--- src/cps_defines.svh ---
// Constants for the camera power sequencer: offsets, fields, resets, timing
//
// Contract
// - Power-on raises digital and analog supply enables together.
// - About 100 ms after digital enable, set ASIC configuration, then assert both resets.
// - After ASIC reset, start serial exchange and confirm the system can run.
// - Gather keys and conditions, send mode settings to ASIC and segment display.
// - Drive scan outputs one at a time, sample inputs, decode each crossing.
// - Live preview keeps the analog supply enable high.
// - Playback drives the analog supply enable low.
// - Panel supply enable goes high first, backlight enable after it.
// - At power-off, stow the lens first, then drop all four enables; backlight enable drops when stowing begins.
// - After shutdown, stop main oscillator and keep running on the subclock.
// - With switch off and battery present, timekeeping and key scan continue.
// - On backup cell, main oscillator stays stopped and only timekeeping runs.
// - Charge the backup cell for ten hours from its attachment.
// - Supply and backlight enables are active high; ASIC main reset active low.
// - Serial link: controller clock, one data out, one in, active-low request.
`ifndef CPS_DEFINES_SVH
`define CPS_DEFINES_SVH

// ==========================================================
// Register offsets
`define CPS_ADR_CTRL 8'h00
`define CPS_ADR_STATUS 8'h04
`define CPS_ADR_TX 8'h08
`define CPS_ADR_RX 8'h0c
`define CPS_ADR_KEYS_LO 8'h10
`define CPS_ADR_KEYS_HI 8'h14
`define CPS_ADR_DISP 8'h18
`define CPS_ADR_CFG 8'h1c
`define CPS_ADR_TIME 8'h20

// ==========================================================
// Fields and reset values
`define CPS_CTRL_PREVIEW 0
`define CPS_CTRL_PLAYBACK 1
`define CPS_CTRL_PANEL 2
`define CPS_CTRL_OFF_REQ 3
`define CPS_CTRL_RESET 4'h0
`define CPS_CFG_RESET 4'h3
`define CPS_DISP_RESET 8'h00
`define CPS_CHECK_CMD 8'ha5
`define CPS_CHECK_ACK 8'h5a

// ==========================================================
// Timing
`define CPS_CLK_MHZ 100
`define CPS_SETTLE_MS 100
`define CPS_SETTLE_CYC (`CPS_SETTLE_MS * 1000 * `CPS_CLK_MHZ)
`define CPS_RST_HOLD_NS 2000
`define CPS_RST_HOLD_CYC ((`CPS_RST_HOLD_NS * `CPS_CLK_MHZ + 999) / 1000)
`define CPS_SUB_HZ 32768
`define CPS_CHARGE_HOURS 10
`define CPS_CHARGE_SEC (`CPS_CHARGE_HOURS * 3600)
`define CPS_SCAN_DWELL 64
`define CPS_BL_DELAY 16
`define CPS_SCK_DIV 8

`endif

--- src/cps_pkg.sv ---
// Types shared by the camera power sequencer
package cps_pkg;

    typedef struct packed {
        logic cyc;
        logic stb;
        logic we;
        logic [7:0] adr;
        logic [3:0] sel;
        logic [31:0] dat;
    } cps_wb_req_t;

    typedef struct packed {
        logic ack;
        logic [31:0] dat;
    } cps_wb_rsp_t;

    typedef struct packed {
        logic off_req;
        logic panel;
        logic playback;
        logic preview;
    } cps_ctrl_t;

    typedef enum logic [3:0] {
        CPS_OFF = 4'h0,
        CPS_SETTLE = 4'h1,
        CPS_CFG = 4'h2,
        CPS_RESET = 4'h3,
        CPS_CHECK = 4'h4,
        CPS_RUN = 4'h5,
        CPS_STOW = 4'h6,
        CPS_SHUT = 4'h7
    } cps_state_t;

endpackage

--- src/cps_top.sv ---
// Camera power, ASIC bring-up, key scan and timekeeping controller
`timescale 1ns/1ps
`include "cps_defines.svh"
module cps_top #(
    parameter int SETTLE_CYC = `CPS_SETTLE_CYC,
    parameter int SUB_HZ = `CPS_SUB_HZ,
    parameter int CHARGE_SEC = `CPS_CHARGE_SEC,
    parameter int ROWS = 6,
    parameter int COLS = 7
) (
    input wire logic clk_i,
    input wire logic rst_i,
    input wire logic ce_i,
    input wire cps_pkg::cps_wb_req_t wb_req_i,
    output cps_pkg::cps_wb_rsp_t wb_rsp_o,
    input wire logic battery_present_i,
    input wire logic backup_attached_i,
    input wire logic sub_tick_i,
    input wire logic lens_stowed_i,
    input wire logic [COLS-1:0] scan_in_i,
    output logic [ROWS-1:0] scan_out_o,
    output logic digital_supply_enable_o,
    output logic analog_supply_enable_o,
    output logic panel_supply_enable_o,
    output logic backlight_enable_o,
    output logic lens_stow_req_o,
    output logic main_osc_enable_o,
    output logic backup_charge_n_o,
    output logic [3:0] asic_cfg_o,
    output logic asic_cfg_oe_n_o,
    output logic asic_test_reset_n_o,
    output logic asic_main_reset_n_o,
    input wire logic serial_request_n_i,
    output logic serial_sck_o,
    output logic serial_so_o,
    input wire logic serial_si_i,
    output logic [7:0] display_data_o
);
    localparam int KEYS = ROWS * COLS;

    cps_pkg::cps_state_t state_reg;
    cps_pkg::cps_ctrl_t ctrl_reg;
    logic [31:0] timer_reg;
    logic [3:0] cfg_reg;
    logic link_ok_reg;
    logic link_err_reg;
    logic [7:0] tx_reg;
    logic tx_pend_reg;
    logic [7:0] rx_reg;
    logic [2:0] row_reg;
    logic [7:0] dwell_reg;
    logic [KEYS-1:0] keys_flat;
    logic pw_prev_reg;
    logic pw_press;
    logic scan_en;
    logic [15:0] sub_cnt_reg;
    logic [31:0] time_reg;
    logic sec_tick;
    logic attach_prev_reg;
    logic [31:0] charge_reg;
    logic [7:0] bl_cnt_reg;
    logic ser_start;
    logic [7:0] ser_tx;
    logic ser_busy;
    logic ser_done;
    logic [7:0] ser_rx;
    logic ser_sent_reg;
    logic req_sync_reg;
    logic wb_hit;

    // ==========================================================
    // Key matrix scan, one active-low row at a time
    assign scan_en = battery_present_i;
    assign pw_press = keys_flat[0] & ~pw_prev_reg;

    always_ff @(posedge clk_i) begin
        if (rst_i) begin
            row_reg <= 3'h0;
            dwell_reg <= 8'h00;
            pw_prev_reg <= 1'b0;
        end else if (ce_i) begin
            pw_prev_reg <= keys_flat[0];
            if (scan_en) begin
                if (dwell_reg == 8'(`CPS_SCAN_DWELL - 1)) begin
                    dwell_reg <= 8'h00;
                    row_reg <= (row_reg == 3'(ROWS - 1)) ? 3'h0 : row_reg + 3'h1;
                end else begin
                    dwell_reg <= dwell_reg + 8'h01;
                end
            end
        end
    end

    always_ff @(posedge clk_i) begin
        if (rst_i) begin
            scan_out_o <= '1;
        end else if (ce_i) begin
            for (int r = 0; r < ROWS; r++) begin
                scan_out_o[r] <= ~(scan_en && row_reg == 3'(r));
            end
        end
    end

    generate
        for (genvar r = 0; r < ROWS; r++) begin : gen_row
            logic [COLS-1:0] row_q;
            always_ff @(posedge clk_i) begin
                if (rst_i) begin
                    row_q <= '0;
                end else if (ce_i && scan_en && row_reg == 3'(r)
                             && dwell_reg == 8'(`CPS_SCAN_DWELL - 1)) begin
                    row_q <= ~scan_in_i;
                end
            end
            assign keys_flat[r*COLS +: COLS] = row_q;
        end
    endgenerate

    // ==========================================================
    // Timekeeping on subclock ticks and backup cell charging
    assign sec_tick = sub_tick_i && sub_cnt_reg == 16'(SUB_HZ - 1);

    always_ff @(posedge clk_i) begin
        if (rst_i) begin
            sub_cnt_reg <= 16'h0000;
            time_reg <= 32'h0000_0000;
        end else if (ce_i && sub_tick_i) begin
            sub_cnt_reg <= sec_tick ? 16'h0000 : sub_cnt_reg + 16'h0001;
            if (sec_tick) begin
                time_reg <= time_reg + 32'h0000_0001;
            end
        end
    end

    always_ff @(posedge clk_i) begin
        if (rst_i) begin
            attach_prev_reg <= 1'b0;
            charge_reg <= 32'h0000_0000;
        end else if (ce_i) begin
            attach_prev_reg <= backup_attached_i;
            if (backup_attached_i && !attach_prev_reg) begin
                charge_reg <= 32'(CHARGE_SEC);
            end else if (!backup_attached_i) begin
                charge_reg <= 32'h0000_0000;
            end else if (sec_tick && charge_reg != 32'h0000_0000) begin
                charge_reg <= charge_reg - 32'h0000_0001;
            end
        end
    end

    assign backup_charge_n_o = !(backup_attached_i && charge_reg != 32'h0000_0000);

    // ==========================================================
    // Power sequence
    always_ff @(posedge clk_i) begin
        if (rst_i) begin
            state_reg <= cps_pkg::CPS_OFF;
            timer_reg <= 32'h0000_0000;
        end else if (ce_i) begin
            timer_reg <= timer_reg + 32'h0000_0001;
            if (!battery_present_i) begin
                state_reg <= cps_pkg::CPS_OFF;
            end else begin
                case (state_reg)
                    cps_pkg::CPS_OFF: begin
                        if (pw_press) begin
                            state_reg <= cps_pkg::CPS_SETTLE;
                            timer_reg <= 32'h0000_0000;
                        end
                    end
                    cps_pkg::CPS_SETTLE: begin
                        if (timer_reg == 32'(SETTLE_CYC - 1)) begin
                            state_reg <= cps_pkg::CPS_CFG;
                        end
                    end
                    cps_pkg::CPS_CFG: begin
                        state_reg <= cps_pkg::CPS_RESET;
                        timer_reg <= 32'h0000_0000;
                    end
                    cps_pkg::CPS_RESET: begin
                        if (timer_reg == 32'(`CPS_RST_HOLD_CYC - 1)) begin
                            state_reg <= cps_pkg::CPS_CHECK;
                        end
                    end
                    cps_pkg::CPS_CHECK: begin
                        if (ser_done) begin
                            state_reg <= (ser_rx == `CPS_CHECK_ACK) ?
                                         cps_pkg::CPS_RUN : cps_pkg::CPS_STOW;
                        end
                    end
                    cps_pkg::CPS_RUN: begin
                        if (pw_press || ctrl_reg.off_req) begin
                            state_reg <= cps_pkg::CPS_STOW;
                        end
                    end
                    cps_pkg::CPS_STOW: begin
                        if (lens_stowed_i) begin
                            state_reg <= cps_pkg::CPS_SHUT;
                        end
                    end
                    cps_pkg::CPS_SHUT: begin
                        state_reg <= cps_pkg::CPS_OFF;
                    end
                    default: begin
                        state_reg <= cps_pkg::CPS_OFF;
                    end
                endcase
            end
        end
    end

    // ==========================================================
    // Supply enables and ASIC reset pins
    always_ff @(posedge clk_i) begin
        if (rst_i) begin
            digital_supply_enable_o <= 1'b0;
            analog_supply_enable_o <= 1'b0;
            panel_supply_enable_o <= 1'b0;
            lens_stow_req_o <= 1'b0;
            main_osc_enable_o <= 1'b0;
            asic_test_reset_n_o <= 1'b0;
            asic_main_reset_n_o <= 1'b0;
            asic_cfg_o <= `CPS_CFG_RESET;
            asic_cfg_oe_n_o <= 1'b1;
        end else if (ce_i) begin
            main_osc_enable_o <= battery_present_i && state_reg != cps_pkg::CPS_OFF;
            digital_supply_enable_o <= battery_present_i && state_reg != cps_pkg::CPS_OFF
                                       && state_reg != cps_pkg::CPS_SHUT;
            if (battery_present_i && state_reg == cps_pkg::CPS_RUN) begin
                analog_supply_enable_o <= ctrl_reg.preview & ~ctrl_reg.playback;
                panel_supply_enable_o <= ctrl_reg.panel;
            end else if (!battery_present_i || state_reg == cps_pkg::CPS_OFF
                         || state_reg == cps_pkg::CPS_SHUT) begin
                analog_supply_enable_o <= 1'b0;
                panel_supply_enable_o <= 1'b0;
            end else if (state_reg == cps_pkg::CPS_SETTLE) begin
                analog_supply_enable_o <= 1'b1;
            end
            lens_stow_req_o <= state_reg == cps_pkg::CPS_STOW;
            if (state_reg == cps_pkg::CPS_CFG) begin
                asic_cfg_o <= cfg_reg;
                asic_cfg_oe_n_o <= 1'b0;
            end else if (state_reg == cps_pkg::CPS_OFF) begin
                asic_cfg_oe_n_o <= 1'b1;
            end
            asic_test_reset_n_o <= state_reg != cps_pkg::CPS_RESET;
            asic_main_reset_n_o <= state_reg != cps_pkg::CPS_RESET;
        end
    end

    always_ff @(posedge clk_i) begin
        if (rst_i) begin
            bl_cnt_reg <= 8'h00;
            backlight_enable_o <= 1'b0;
        end else if (ce_i) begin
            if (!panel_supply_enable_o || state_reg != cps_pkg::CPS_RUN || !ctrl_reg.panel
                || !battery_present_i) begin
                bl_cnt_reg <= 8'h00;
                backlight_enable_o <= 1'b0;
            end else if (bl_cnt_reg == 8'(`CPS_BL_DELAY - 1)) begin
                backlight_enable_o <= 1'b1;
            end else begin
                bl_cnt_reg <= bl_cnt_reg + 8'h01;
            end
        end
    end

    // ==========================================================
    // Serial exchange with the ASIC
    always_comb begin
        ser_start = 1'b0;
        ser_tx = tx_reg;
        if (!ser_busy && !ser_done) begin
            if (state_reg == cps_pkg::CPS_CHECK && !ser_sent_reg) begin
                ser_start = 1'b1;
                ser_tx = `CPS_CHECK_CMD;
            end else if (state_reg == cps_pkg::CPS_RUN && tx_pend_reg) begin
                ser_start = 1'b1;
            end else if (state_reg == cps_pkg::CPS_RUN && req_sync_reg) begin
                ser_start = 1'b1;
                ser_tx = {4'h0, ctrl_reg};
            end
        end
    end

    always_ff @(posedge clk_i) begin
        if (rst_i) begin
            ser_sent_reg <= 1'b0;
            req_sync_reg <= 1'b0;
            link_ok_reg <= 1'b0;
            link_err_reg <= 1'b0;
            rx_reg <= 8'h00;
        end else if (ce_i) begin
            req_sync_reg <= ~serial_request_n_i;
            if (state_reg != cps_pkg::CPS_CHECK) begin
                ser_sent_reg <= 1'b0;
            end else if (ser_start) begin
                ser_sent_reg <= 1'b1;
            end
            if (state_reg == cps_pkg::CPS_SETTLE) begin
                link_ok_reg <= 1'b0;
                link_err_reg <= 1'b0;
            end else if (state_reg == cps_pkg::CPS_CHECK && ser_done) begin
                link_ok_reg <= ser_rx == `CPS_CHECK_ACK;
                link_err_reg <= ser_rx != `CPS_CHECK_ACK;
            end
            if (ser_done) begin
                rx_reg <= ser_rx;
            end
        end
    end

    cps_serial #(
        .DIV(`CPS_SCK_DIV)
    ) u_serial (
        .clk_i(clk_i),
        .rst_i(rst_i),
        .ce_i(ce_i),
        .start_i(ser_start),
        .tx_i(ser_tx),
        .busy_o(ser_busy),
        .done_o(ser_done),
        .rx_o(ser_rx),
        .sck_o(serial_sck_o),
        .so_o(serial_so_o),
        .si_i(serial_si_i)
    );

    // ==========================================================
    // Wishbone register slave, one wait state
    assign wb_hit = wb_req_i.cyc && wb_req_i.stb && !wb_rsp_o.ack;

    always_ff @(posedge clk_i) begin
        if (rst_i) begin
            ctrl_reg <= `CPS_CTRL_RESET;
            cfg_reg <= `CPS_CFG_RESET;
            display_data_o <= `CPS_DISP_RESET;
            tx_reg <= 8'h00;
            tx_pend_reg <= 1'b0;
        end else if (ce_i) begin
            if (wb_hit && wb_req_i.we && wb_req_i.sel[0]) begin
                case (wb_req_i.adr)
                    `CPS_ADR_CTRL: ctrl_reg <= wb_req_i.dat[3:0];
                    `CPS_ADR_CFG: cfg_reg <= wb_req_i.dat[3:0];
                    `CPS_ADR_DISP: display_data_o <= wb_req_i.dat[7:0];
                    `CPS_ADR_TX: tx_reg <= wb_req_i.dat[7:0];
                    default: begin
                    end
                endcase
            end
            if (wb_hit && wb_req_i.we && wb_req_i.sel[0] && wb_req_i.adr == `CPS_ADR_TX) begin
                tx_pend_reg <= 1'b1;
            end else if (ser_start && state_reg == cps_pkg::CPS_RUN && tx_pend_reg) begin
                tx_pend_reg <= 1'b0;
            end
        end
    end

    always_ff @(posedge clk_i) begin
        if (rst_i) begin
            wb_rsp_o <= '0;
        end else if (ce_i) begin
            wb_rsp_o.ack <= wb_hit;
            wb_rsp_o.dat <= 32'h0000_0000;
            if (wb_hit && !wb_req_i.we) begin
                case (wb_req_i.adr)
                    `CPS_ADR_CTRL: wb_rsp_o.dat <= {28'h0, ctrl_reg};
                    `CPS_ADR_STATUS: wb_rsp_o.dat <= {24'h0, !backup_charge_n_o,
                        link_err_reg, link_ok_reg, ser_busy, state_reg};
                    `CPS_ADR_TX: wb_rsp_o.dat <= {23'h0, tx_pend_reg, tx_reg};
                    `CPS_ADR_RX: wb_rsp_o.dat <= {24'h0, rx_reg};
                    `CPS_ADR_KEYS_LO: wb_rsp_o.dat <= keys_flat[31:0];
                    `CPS_ADR_KEYS_HI: wb_rsp_o.dat <= 32'(keys_flat[KEYS-1:32]);
                    `CPS_ADR_DISP: wb_rsp_o.dat <= {24'h0, display_data_o};
                    `CPS_ADR_CFG: wb_rsp_o.dat <= {28'h0, cfg_reg};
                    `CPS_ADR_TIME: wb_rsp_o.dat <= time_reg;
                    default: wb_rsp_o.dat <= 32'h0000_0000;
                endcase
            end
        end
    end
endmodule

--- src/cps_serial.sv ---
// Byte shifter for the serial link to the image ASIC
`timescale 1ns/1ps
`include "cps_defines.svh"
module cps_serial #(
    parameter int DIV = `CPS_SCK_DIV
) (
    input wire logic clk_i,
    input wire logic rst_i,
    input wire logic ce_i,
    input wire logic start_i,
    input wire logic [7:0] tx_i,
    output logic busy_o,
    output logic done_o,
    output logic [7:0] rx_o,
    output logic sck_o,
    output logic so_o,
    input wire logic si_i
);
    logic [7:0] sh_reg;
    logic [2:0] bit_reg;
    logic [7:0] cnt_reg;

    // ==========================================================
    // Shift engine: data changes on falling clock, sampled on rising
    always_ff @(posedge clk_i) begin
        if (rst_i) begin
            busy_o <= 1'b0;
            done_o <= 1'b0;
            rx_o <= 8'h00;
            sck_o <= 1'b1;
            so_o <= 1'b1;
            sh_reg <= 8'h00;
            bit_reg <= 3'h0;
            cnt_reg <= 8'h00;
        end else if (ce_i) begin
            done_o <= 1'b0;
            if (!busy_o) begin
                if (start_i) begin
                    busy_o <= 1'b1;
                    sh_reg <= tx_i;
                    so_o <= tx_i[7];
                    sck_o <= 1'b0;
                    cnt_reg <= 8'h00;
                    bit_reg <= 3'h0;
                end
            end else if (cnt_reg == 8'(DIV - 1)) begin
                cnt_reg <= 8'h00;
                if (!sck_o) begin
                    sck_o <= 1'b1;
                    sh_reg <= {sh_reg[6:0], si_i};
                end else if (bit_reg == 3'h7) begin
                    busy_o <= 1'b0;
                    done_o <= 1'b1;
                    rx_o <= sh_reg;
                    so_o <= 1'b1;
                end else begin
                    bit_reg <= bit_reg + 3'h1;
                    sck_o <= 1'b0;
                    so_o <= sh_reg[7];
                end
            end else begin
                cnt_reg <= cnt_reg + 8'h01;
            end
        end
    end
endmodule

--- config.mk ---
export PLATFORM = sky130hd
export DESIGN_NAME = cps_top
export DESIGN_NICKNAME = d
export VERILOG_FILES = /design/src/cps_pkg.sv /design/src/cps_top.sv /design/src/cps_serial.sv
export VERILOG_INCLUDE_DIRS = /design/src
export SDC_FILE = /design/constraint.sdc
export NUM_CORES = 1
export LEC_CHECK = 0
export BUFFER_PORTS_ARGS = -buffer_cell sky130_fd_sc_hd__buf_2
export CAP_MARGIN = 20
export CORE_MARGIN = 1.5
export CORE_UTILIZATION = 55
export CTS_CLUSTER_SIZE = 12
export DETAILED_ROUTE_END_ITERATION = 10
export PLACE_DENSITY = 0.85
export SLEW_MARGIN = 0
export SYNTH_ARGS = -nofsm -noshare
export SYNTH_HDL_FRONTEND = slang
export SYNTH_SLANG_ARGS = --single-unit
--- constraint.sdc ---
create_clock -name clk_i -period 3.6 [get_ports clk_i]
set_input_delay 0.36 -clock clk_i [delete_from_list [all_inputs] [get_ports clk_i]]
set_output_delay 0.36 -clock clk_i [all_outputs]
set_load 0.02 [all_outputs]
==> impl_results.md <==
* Status: complete, no violations
* Drt wl/cell at 17.5 µm
* Hold WC Path Type: input pin to register
* Adder-cell share of the synthesized area at 0.927%
* Clk_skew at 0.0166 ns
* Fmax achieved at 314 MHz
* EDFF count, synth at 0
* Top cell type's share of synthesized area at 44.1%
* CP startpoint kind: register
* Largest regs: gen_row.row_q: 42 flops, wb_rsp_o: 33 flops
* Peak VDD IR at 0.333 mV
* Mux contribution to synthesized area at 3.52%
* IO buf count at 98
* CTS sink cnt at 297
* Cell Rows at 57
* Setup bufs post-CTS at 0
* Worst Path Arrival at 2.83 ns
* Total track usage at 27.4%
* Max_cap viols at 0
* Reg2reg end: charge_reg[11]
* Grt met1 use at 33.5%
* Final wirelength at 35,500 µm
* CP max FO at 7
* Antenna-violating nets left at 0
* Setup CP Type: register to output pin
* Post-Syn Area at 13,500 µm²
* Drt pass-1 iters at 7
* GRT Max-Usage Layer: met2
* Post-Layout Cell Count at 2,023
* Pwr per Cell Area at 445 nW/µm²
* Period utilization at 88.5%
* R2R Path Start: charge_reg[0]
* Max reg flops at 42
* CORE AREA at 24,200 µm²
* Warnings from Yosys at 0
* Die X at 160 µm
* Post-synth top flop: dfxtp_1
* XOR/XNOR share of the synthesized area at 6.30%
* # IOs at 126
* Synth cell types at 77
* DRC viols at 0
* Cells after DPL at 1,969
* CP Capture Type: output pin
* Tmin final at 3.19 ns
* Setup-failing EPs final at 0
* Design Area, Final at 15,300 µm²
* Num CTS Buffers at 31
* Setup slack after layout at 0.415 ns
* Nets@finish at 1,752
* Global-route wire length before repair at 58,100 µm
* DP Wirelength at 24,100 µm
* Worst setup path end: backup_charge_n_o
* Syn_nets at 1,681
* Most flops, register: gen_row.row_q
* Async set-or-reset flop fraction in the synthesized netlist at 0%
* CTS tree: yes
* Placed inst area at 14,300 µm²
* Met3 usage at 4.73%
* Antenna violations before repair at 1
* Share of cells above drive strength 1 at 11.7%
* Clk pin slew, worst setup/hold paths at 0.06 ns
* M2 GR Usage at 45.8%
* Synth Area in Compound Gates at 15.2%
* P&R area growth vs syn at 13.0%
* Sequential area share after synthesis at 44.1%
* Top cells by area, synth: dfxtp_1 (44%), nor2_1 (8.5%), xnor2_1 (4.1%)
* Synth area leader: dfxtp_1
* Worst reg2reg setup slack at 0.65 ns
* Post-synthesis register bit count at 297
* Die Y at 160 µm
* Initial core utilization at 55.8%
* Pin slew with the least headroom to its limit at 0.800 ns
* H-tree depth at 1
* Post-Synth Simple-Gate Area at 26.7%
* Setup TNS at 0 ns
* Crit path from: charge_reg[0]
* Worst reg-to-reg path cell count at 9
* Vias per cell at 6.12
* Max_slew headroom at 45.3%
* RePlAce Congestion at 0.959
* Req. time, crit path at 3.24 ns
* Fin. max-slew vios at 0
* Worst-Skew Late Latency at 0.57 ns
* Commonest non-fill, non-tap cell in the layout: nor2_1
* Avg Cell Area, Syn at 8.39 µm²
* Vias in the first global route at 11,801
* Final hold viol count at 0
* Die area at 25,500 µm²
* Static Leak at 0.00546 µW
* Clock Path Buffers at 3
* Cell count after synthesis at 1,608
* Vias post-DR at 12,379
* Starting DRT DRC Count at 1,270
* RSZ-0062 raised after global routing: false
* Largest net degree at the start of global routing at 102
* Root buffer cell: clkbuf_16
* Largest family of logic cells by synthesized area: simple AND/OR/NAND/NOR gates
* Commonest cells after routing, fill and taps aside: nor2_1 (305), dfxtp_1 (297), nand2_1 (113), a21oi_1 (109), buf_2 (97)
* Post-Place Worst Slack at 0.704 ns
* Overflow after GRT at 0
==> critical path, stage by stage (launching register included) <==
cell and delay, ns:
dfxtp_1 0.32, inv_1 0.09, ha_1 0.28, nor4b_1 0.35
nand4_1 0.22, buf_4 0.23, or3_1 0.42, nand2_1 0.16
buf_2 0.18
==> repair_timing <==
action                    CTS  global route
hold endpoints to repair    1             0
hold buffers                1             0
gates resized for setup     0             0
==> stage by stage <==
stage / util, % / hold WS (ns) / power (µW)
2_1_floorplan: - / 0.433 / 3690
3_3_place_gp: 59.1 / 0.436 / 3810
3_5_place_dp: 59.1 / 0.450 / 3820
4_1_cts: 63.1 / 0.0399 / 6800
5_1_grt: 63.1 / 0.0644 / 6990
6_report: 63.1 / 0.0508 / 6780
==> where the power goes <==
| group | switching (µW) | internal (µW) | total [µW] |
|---|---|---|---|
| Sequential | 35.4 | 3310 | 3350 |
| Clock | 1290 | 1730 | 3020 |
| Combinational | 275 | 141 | 416 |
| Total | 1600 | 5180 | 6780 |
==> how the worst min path moves through the flow <==
| stage | endpoint | cells past startpoint | startpoint | slack [ns] |
|---|---|---|---|---|
| 3_3_place_gp | wb_rsp_o[2] | 2 | wb_rsp_o[2] | 0.44 |
| 3_5_place_dp | wb_rsp_o[3] | 2 | wb_rsp_o[3] | 0.45 |
| 5_1_grt | cfg_reg[1] | 2 | wb_req_i[1] | 0.06 |
| 6_report | display_data_o[6] | 3 | wb_req_i[6] | 0.05 |
| 2_1_floorplan | rx_reg[5] | 2 | rx_reg[5] | 0.43 |
| 4_1_cts | display_data_o[6] | 3 | wb_req_i[6] | 0.04 |
==> logic make-up (layout without fill, tap and decap cells) <==
kind of cell	Yosys count	after routing
multiplexers	47	47
XOR/XNOR	97	97
flip-flops	297	297
adder cells (fa/ha/maj)	10	10
AND/OR/NAND/NOR	730	730
buffers and inverters	115	205
other	0	1
AO/OA/AOI/OAI	312	312
==> area by class of cell <==
class,instances,area [µm²]
fillers,1932,8920
multi-input cells,1196,7140
flip-flops and latches,297,5950
clock buffers,48,910
repair buffers,126,709
well taps,324,405
inverters,27,101
clock inverters,4,41.3
diodes,1,2.50
==> synth_stat cells, drive strengths merged (10+ instances only) <==
library cell,n
nor2,305
dfxtp,297
nand2,113
a21oi,109
clkbuf,74
xnor2,63
nand3,53
nor3,47
o21ai,47
mux2i,43
a22oi,42
nand4,36
xor2,34
nor4,28
inv,27
a22o,26
or3,24
a211oi,17
and3,15
nor2b,15
buf,14
or4,14
nand2b,13
nor4b,13
and2,12
and4,11
ha,10
==> per-layer routing <==
layer  routed length [µm]  up-vias
li1                     -     5866
met1                14500     5908
met2                16800      484
met3                 2400      121
met4                 1780        0
met5                    0        -
(Power assumes the default switching activity.)
